**config.mk**
```make
export PLATFORM = sky130hd
export DESIGN_NAME = txsd_top
export DESIGN_NICKNAME = d
export VERILOG_FILES = /design/src/txsd_pkg.sv /design/src/txsd_top.sv /design/src/txsd_fill.sv
export SDC_FILE = /design/constraint.sdc
export NUM_CORES = 1
export LEC_CHECK = 0
export BUFFER_PORTS_ARGS = -buffer_cell sky130_fd_sc_hd__buf_2
export CELL_PAD_IN_SITES_DETAIL_PLACEMENT = 0
export CELL_PAD_IN_SITES_GLOBAL_PLACEMENT = 1
export CORE_MARGIN = 2
export CORE_UTILIZATION = 41
export CTS_CLUSTER_DIAMETER = 80
export DETAILED_ROUTE_END_ITERATION = 16
export GPL_ROUTABILITY_DRIVEN = 0
export PLACE_DENSITY = 0.74
export SYNTH_ARGS = -nofsm -noshare
export SYNTH_HDL_FRONTEND = slang
export SYNTH_SLANG_ARGS = --single-unit
```
**constraint.sdc**
```tcl
create_clock -name clk -period 2.5 [get_ports clk]
set_input_delay 0.125 -clock clk [delete_from_list [all_inputs] [get_ports clk]]
set_output_delay 0.125 -clock clk [all_outputs]
set_load 0.05 [all_outputs]
```
**src/txsd_pkg.sv**
```systemverilog
// Constants for the transmit status and bus clock divider registers
`default_nettype none
package txsd_pkg;
  localparam logic [7:0] OP_TX_STATUS_READ = 8'h80;
  localparam logic [7:0] OP_DIV_WRITE = 8'h38;
  localparam logic [7:0] OP_DIV_READ = 8'hB8;
  localparam int FIFO_DEPTH = 32;
  localparam int FIFO_HALF = 16;
  localparam int CNT_W = 6;
  localparam logic [CNT_W-1:0] CNT_FULL = 6'h20;
  localparam logic [CNT_W-1:0] CNT_HALF = 6'h10;
  localparam logic [CNT_W-1:0] CNT_RESET = 6'h00;
  localparam int BIT_FULL = 2;
  localparam int BIT_HALF = 1;
  localparam int BIT_EMPTY = 0;
  localparam int DIV_LSB = 1;
  localparam int DIV_MSB = 4;
  localparam logic [3:0] DIV_RESET = 4'h0;
  localparam logic FULL_RESET = 1'b0;
  localparam logic HALF_RESET = 1'b0;
  localparam logic EMPTY_RESET = 1'b1;
  localparam logic [4:0] BITS_CMD = 5'h08;
  localparam logic [4:0] BITS_DATA = 5'h10;
  localparam int SYNC_STAGES = 2;
endpackage
`default_nettype wire

```
**src/txsd_top.sv**
```systemverilog
// SPI register port for transmit fill status and bus clock divider
`default_nettype none
// How it works
// - Read command 0x80 returns status byte
// - Bit 2 set when 32 words held
// - Bit 1 set at 16 or more words
// - Bit 0 set when empty, one after reset
// - Status bits 7 to 3 read zero
// - Divider field bits 4:1, resets zero
module txsd_top (
  input wire logic clk,
  input wire logic srst,
  input wire logic ce,
  input wire logic spi_sclk,
  input wire logic spi_cs_n,
  input wire logic spi_mosi,
  input wire logic tx_word_load,
  input wire logic tx_word_remove,
  output logic spi_miso,
  output logic spi_miso_oe,
  output logic [3:0] bus_clock_div,
  output logic tx_buffer_full_flag,
  output logic tx_buffer_half_flag,
  output logic tx_buffer_empty_flag
);
  typedef enum logic [1:0] {
    TXSD_CMD,
    TXSD_READ,
    TXSD_WRITE,
    TXSD_IGNORE
  } txsd_state_t;

  logic [txsd_pkg::SYNC_STAGES-1:0] sclk_sync;
  logic [txsd_pkg::SYNC_STAGES-1:0] cs_sync;
  logic [txsd_pkg::SYNC_STAGES-1:0] mosi_sync;
  logic sclk_prev;
  logic sclk_rise;
  logic sclk_fall;
  logic cs_active;
  logic [7:0] in_shreg;
  logic [7:0] next_in;
  logic [7:0] out_shreg;
  logic [4:0] bit_count;
  txsd_state_t state;
  logic full_flag;
  logic half_flag;
  logic empty_flag;
  logic cmd_done;
  logic data_done;

  ////////////////////////////////////////////////////////////////////////////
  // Pin synchronisers
  always_ff @(posedge clk) begin
    if (srst) begin
      sclk_sync <= 2'b00;
      cs_sync <= 2'b11;
      mosi_sync <= 2'b00;
    end else if (ce) begin
      sclk_sync <= {sclk_sync[0], spi_sclk};
      cs_sync <= {cs_sync[0], spi_cs_n};
      mosi_sync <= {mosi_sync[0], spi_mosi};
    end
  end

  always_ff @(posedge clk) begin
    if (srst) begin
      sclk_prev <= 1'b0;
    end else if (ce) begin
      sclk_prev <= sclk_sync[1];
    end
  end

  assign cs_active = !cs_sync[1];
  assign sclk_rise = cs_active && sclk_sync[1] && !sclk_prev;
  assign sclk_fall = cs_active && !sclk_sync[1] && sclk_prev;
  assign next_in = {in_shreg[6:0], mosi_sync[1]};
  assign cmd_done = sclk_rise && (bit_count == txsd_pkg::BITS_CMD - 5'h01);
  assign data_done = sclk_rise && (bit_count == txsd_pkg::BITS_DATA - 5'h01);

  ////////////////////////////////////////////////////////////////////////////
  // Status byte with unused upper bits zero
  function automatic logic [7:0] txsd_status_byte(input logic f, input logic h,
                                                  input logic e);
    logic [7:0] b;
    b = 8'h00;
    b[txsd_pkg::BIT_FULL] = f;
    b[txsd_pkg::BIT_HALF] = h;
    b[txsd_pkg::BIT_EMPTY] = e;
    return b;
  endfunction

  function automatic logic [7:0] txsd_div_byte(input logic [3:0] d);
    logic [7:0] b;
    b = 8'h00;
    b[txsd_pkg::DIV_MSB:txsd_pkg::DIV_LSB] = d;
    return b;
  endfunction

  // Opcode to frame phase
  function automatic txsd_state_t txsd_decode(input logic [7:0] op);
    txsd_state_t s;
    case (op)
      txsd_pkg::OP_TX_STATUS_READ: s = TXSD_READ;
      txsd_pkg::OP_DIV_READ: s = TXSD_READ;
      txsd_pkg::OP_DIV_WRITE: s = TXSD_WRITE;
      default: s = TXSD_IGNORE;
    endcase
    return s;
  endfunction

  // Byte to shift out for a read opcode
  function automatic logic [7:0] txsd_read_byte(input logic [7:0] op,
                                                input logic [7:0] status,
                                                input logic [7:0] div);
    logic [7:0] b;
    b = 8'h00;
    if (op == txsd_pkg::OP_TX_STATUS_READ) begin
      b = status;
    end else if (op == txsd_pkg::OP_DIV_READ) begin
      b = div;
    end
    return b;
  endfunction

  ////////////////////////////////////////////////////////////////////////////
  // Bit counter and input shift
  always_ff @(posedge clk) begin
    if (srst) begin
      bit_count <= 5'h00;
      in_shreg <= 8'h00;
    end else if (ce) begin
      if (!cs_active) begin
        bit_count <= 5'h00;
      end else if (sclk_rise) begin
        in_shreg <= next_in;
        if (bit_count != txsd_pkg::BITS_DATA) begin
          bit_count <= bit_count + 5'h01;
        end
      end
    end
  end

  ////////////////////////////////////////////////////////////////////////////
  // Command decode
  always_ff @(posedge clk) begin
    if (srst) begin
      state <= TXSD_CMD;
    end else if (ce) begin
      if (!cs_active) begin
        state <= TXSD_CMD;
      end else if (cmd_done) begin
        state <= txsd_decode(next_in);
      end else if (data_done) begin
        state <= TXSD_IGNORE;
      end
    end
  end

  ////////////////////////////////////////////////////////////////////////////
  // Divider register
  always_ff @(posedge clk) begin
    if (srst) begin
      bus_clock_div <= txsd_pkg::DIV_RESET;
    end else if (ce) begin
      if (state == TXSD_WRITE && data_done) begin
        bus_clock_div <= next_in[txsd_pkg::DIV_MSB:txsd_pkg::DIV_LSB];
      end
    end
  end

  ////////////////////////////////////////////////////////////////////////////
  // Read data, loaded after the command byte, shifted on falling edges
  always_ff @(posedge clk) begin
    if (srst) begin
      out_shreg <= 8'h00;
      spi_miso <= 1'b0;
    end else if (ce) begin
      if (!cs_active) begin
        out_shreg <= 8'h00;
        spi_miso <= 1'b0;
      end else if (cmd_done) begin
        out_shreg <= txsd_read_byte(next_in,
                                    txsd_status_byte(full_flag, half_flag, empty_flag),
                                    txsd_div_byte(bus_clock_div));
      end else if (sclk_fall && state == TXSD_READ) begin
        spi_miso <= out_shreg[7];
        out_shreg <= {out_shreg[6:0], 1'b0};
      end
    end
  end

  always_ff @(posedge clk) begin
    if (srst) begin
      spi_miso_oe <= 1'b0;
    end else if (ce) begin
      spi_miso_oe <= cs_active;
    end
  end

  ////////////////////////////////////////////////////////////////////////////
  // Fill tracking and flag outputs
  txsd_fill u_fill (
    .clk(clk),
    .srst(srst),
    .ce(ce),
    .word_load(tx_word_load),
    .word_remove(tx_word_remove),
    .full_flag(full_flag),
    .half_flag(half_flag),
    .empty_flag(empty_flag)
  );

  always_ff @(posedge clk) begin
    if (srst) begin
      tx_buffer_full_flag <= txsd_pkg::FULL_RESET;
      tx_buffer_half_flag <= txsd_pkg::HALF_RESET;
      tx_buffer_empty_flag <= txsd_pkg::EMPTY_RESET;
    end else if (ce) begin
      tx_buffer_full_flag <= full_flag;
      tx_buffer_half_flag <= half_flag;
      tx_buffer_empty_flag <= empty_flag;
    end
  end
endmodule
`default_nettype wire

```
**src/txsd_fill.sv**
```systemverilog
// Transmit buffer occupancy counter and fill flags
`default_nettype none
module txsd_fill (
  input wire logic clk,
  input wire logic srst,
  input wire logic ce,
  input wire logic word_load,
  input wire logic word_remove,
  output logic full_flag,
  output logic half_flag,
  output logic empty_flag
);
  logic [txsd_pkg::CNT_W-1:0] count;
  logic [txsd_pkg::CNT_W-1:0] next_count;
  logic do_load;
  logic do_remove;

  assign do_load = word_load && (count != txsd_pkg::CNT_FULL);
  assign do_remove = word_remove && (count != txsd_pkg::CNT_RESET);

  always_comb begin
    next_count = count;
    if (do_load && !do_remove) begin
      next_count = count + 6'h01;
    end else if (do_remove && !do_load) begin
      next_count = count - 6'h01;
    end
  end

  always_ff @(posedge clk) begin
    if (srst) begin
      count <= txsd_pkg::CNT_RESET;
    end else if (ce) begin
      count <= next_count;
    end
  end

  ////////////////////////////////////////////////////////////////////////////
  // Flags are registered from the next count, so they change on the same edge as the count
  always_ff @(posedge clk) begin
    if (srst) begin
      full_flag <= txsd_pkg::FULL_RESET;
      half_flag <= txsd_pkg::HALF_RESET;
      empty_flag <= txsd_pkg::EMPTY_RESET;
    end else if (ce) begin
      full_flag <= (next_count == txsd_pkg::CNT_FULL);
      half_flag <= (next_count >= txsd_pkg::CNT_HALF);
      empty_flag <= (next_count == txsd_pkg::CNT_RESET);
    end
  end
endmodule
`default_nettype wire

```
==> flow_summary.yaml <==
final_layout:
  utilization: 0.469
  area_growth_pct: 10.5
  design_area_sq_um: 2580
  drive_above_1_share: 0.128
  num_antenna_cells: 0
  fin_nets: 305
synth:
  synth_compound_area_frac: 0.152
  synth_top_family_by_area: "simple AND/OR/NAND/NOR gates"
  synth_cell_types: 51
  synth.mux.area_fraction: 0.0734
  syn_avg_cell_area_sq_um: 8.49
  synth-adder-area-share: 0.0321
  synth-simple-area-share: 0.255
  synth-xor-area-share: 0.0412
  async_reset_ff_frac: 0
  synth-edff-count: 0
  ys_ff_latch: 47
  syn_inst: 275
  yosysSeqAreaShare: 0.403
  yosysWarningCount: 0
  synthesis.nets: 289
  synth_flop_cell: "dfxtp_1"
  synth_area_sq_um: 2340
power:
  switching_share: 0.348
  pwr-share-seq: 0.422
  p_clk_frac: 0.203
  power.leakage_nw: 0.991
  p_int_w: 0.00134
  ir_worst_vdd_v: 0.000346
  comb_power_share: 0.375
  p_switching_w: 0.000715
  p_per_area_nw_per_um2: 795
drt:
  routed_wl_um: 4850
  drt_iter0_markers: 138
  drt-vias-per-instance: 5.38
  wl_per_cell_um: 13.4
  dr.pass1.iters: 4
  postRouteAntennaNets: 0
  vias: 1947
  drc: 0
critical_path:
  worstPathRequired_ps: 2710
  crit_fanout: 6
  start_kind: "flip-flop"
  cp-end-kind: "flip-flop"
  worstPathArrival_ps: 2520
  r2r-end: "u_fill.full_flag"
  ff2ff_setup_slack_ps: 200
  rr_startpoint: "u_fill.count[0]"
  crit_type: "reg2reg"
  reg2regPathDepth: 8
global_routing:
  grt_max_degree: 33
  grt_pass1_vias: 1787
  grtUsageTotal: 0.165
  grt_pass1_wl_um: 8340
  antenna_found_initial: 0
  overflow: 0
sta:
  hold_viol_final: 0
  slew_headroom: 0.592
  fin_skew_ps: 2.80
  finalCritPeriodShare: 0.921
  drv_slew: 0
  whs_ps: 31.8
  tns_ps: 0
  setup_viol: 0
  max_slew.worst_pin.slew_ps: 612
  rsz0062_at_grt: "no"
  setup_slack_ps: 197
  fmaxAchievable_mhz: 434
  post-route-min-period_ps: 2300
clock_network:
  hold_buffers: 0
  cts_tree: "yes"
  tritoncts.num_buffers: 5
  clock_latency_ps: 290
  cts-root-buf: "clkbuf_8"
  clk_pin_slew_ps: 80
  h-tree-depth: 2
  cts.sinks: 47
  clk_path_buf_depth: 2
die:
  core_region_area_sq_um: 5510
  io_pins: 17
  num_rows: 27
  fp.dieW_um: 79.5
  initial_core_util: 0.424
  die_y_um: 79.5
  die_area_sq_um: 6320
min_path:
  hold_path_end: "cs_sync[0]"
  hold_path.class: "in2reg"
  holdPathStages: 2
  hp-start: "spi_cs_n"
placement:
  placed_area_sq_um: 2510
  portBuffers: 16
  dpl.hpwl_um: 3390
  pre_cts_ws_ps: 148
job:
  max_cap_violations: 0
status:
  outcome: "complete, no violations"
Yosys cell counts, drive strengths merged, types with 2 or more instances:
| master | instances | area (sq um) |
|---|---|---|
| xor2 | 7 | 61.3 |
| nor4bb | 3 | 30.0 |
| o21a | 2 | 16.3 |
| a311oi | 2 | 17.5 |
| nor2b | 6 | 37.5 |
| and2 | 3 | 18.8 |
| a211o | 3 | 26.3 |
| or3 | 4 | 25.0 |
| ha | 6 | 75.1 |
| nor2 | 37 | 139 |
| o32ai | 2 | 25.0 |
| xnor2 | 4 | 35.0 |
| clkbuf | 13 | 48.8 |
| o21ai | 3 | 15.0 |
| nand2 | 31 | 116 |
| nand4 | 2 | 12.5 |
| inv | 8 | 30.0 |
| nand3 | 9 | 45.0 |
| nand2b | 2 | 12.5 |
| and3 | 3 | 18.8 |
| a221oi | 2 | 17.5 |
| a221o | 3 | 30.0 |
| dfxtp | 47 | 941 |
| a21oi | 23 | 115 |
| mux2i | 16 | 160 |
| nor4b | 3 | 32.5 |
| buf | 4 | 23.8 |
| nor3 | 11 | 55.1 |
kinds of logic (layout without fill, tap and decap cells):
family	count (synthesis)	count (layout)
AND/OR/NAND/NOR	120	120
AO/OA/AOI/OAI	49	49
flip-flops	47	47
buffers and inverters	25	40
multiplexers	17	17
XOR/XNOR	11	11
adder cells (fa/ha/maj)	6	6
worst max-delay path by stage:
stage / start / endpoint / slack [ps] / depth (start not counted)
floorplan: u_fill.count[0] / u_fill.full_flag / 90 / 9
global placement: u_fill.count[0] / u_fill.full_flag / 200 / 8
detailed placement: u_fill.count[0] / u_fill.full_flag / 150 / 8
CTS: u_fill.count[0] / u_fill.full_flag / 130 / 8
global route: u_fill.count[0] / u_fill.full_flag / 30 / 8
finish: u_fill.count[0] / u_fill.full_flag / 200 / 8
final cells by class:
class | instances | area (sq um)
Inverter | 8 | 30.0
Timing Repair Buffer | 26 | 155
Fill cell | 578 | 2930
Clock buffer | 6 | 72.6
Multi-Input combinational cell | 203 | 1290
Tap cell | 72 | 90.1
Sequential cell | 47 | 941
placed cells by master, fill, tap and decap left out, types with 3 or more instances in the layout:
master / n
a211o_1: 3
a21oi_1: 23
a221o_1: 3
and3_1: 3
buf_2: 16
buf_4: 10
clkbuf_8: 5
dfxtp_1: 47
ha_1: 6
inv_1: 8
mux2i_1: 16
nand2_1: 31
nand3_1: 9
nor2_1: 37
nor2b_1: 6
nor3_1: 11
nor4bb_1: 3
or3_1: 4
xnor2_1: 4
xor2_1: 7
flip-flops by register name (all words and copies together) (netlist names):
register	flops
u_fill.half_flag	1
out_shreg	8
cs_sync	2
sclk_prev	1
spi_miso_oe	1
mosi_sync	2
tx_buffer_half_flag	1
sclk_sync	2
u_fill.full_flag	1
bit_count	5
tx_buffer_empty_flag	1
u_fill.count	6
bus_clock_div	4
spi_miso	1
tx_buffer_full_flag	1
u_fill.empty_flag	1
state	2
in_shreg	7
per-stage QoR:
stage               total power, W  std cells
floorplan                  0.00149        275
global placement           0.00165        356
detailed placement         0.00165        356
CTS                        0.00207        362
global route               0.00221        362
finish                     0.00205        362
power groups by stage:
| stage | sequential, W | combinational (W) | clock, W |
|---|---|---|---|
| 3_3_place_gp | 0.000883 | 0.000768 | 0 |
| 3_5_place_dp | 0.000884 | 0.000763 | 0 |
| 4_1_cts | 0.000867 | 0.000768 | 0.000438 |
| 5_1_grt | 0.000880 | 0.000851 | 0.000476 |
| 6_report | 0.000867 | 0.000769 | 0.000417 |
| 2_1_floorplan | 0.000871 | 0.000622 | 0 |
metal layers:
layer	track usage	vias to the layer above	routed length [um]
li1	-	989	-
met3	0.0441	6	142
met4	0.0466	0	53
met1	0.233	932	2560
met5	0	-	0
met2	0.246	20	2090
what timing repair did:
action / 4_1_cts / 5_1_grt
buffers inserted: 0 / 0
endpoints found under the hold margin: 0 / 0
setup endpoints to repair: 0 / 1
gates resized for setup: 0 / 0
critical path, cell delays in order (launching register included):
cell and delay, ps:
dfxtp_1 310, inv_1 100, ha_1 170, or4b_4 500, a32oi_4 270, o21a_2 200
xnor2_1 80, or3_1 390, o32ai_2 190
(Power assumes the default switching activity.)
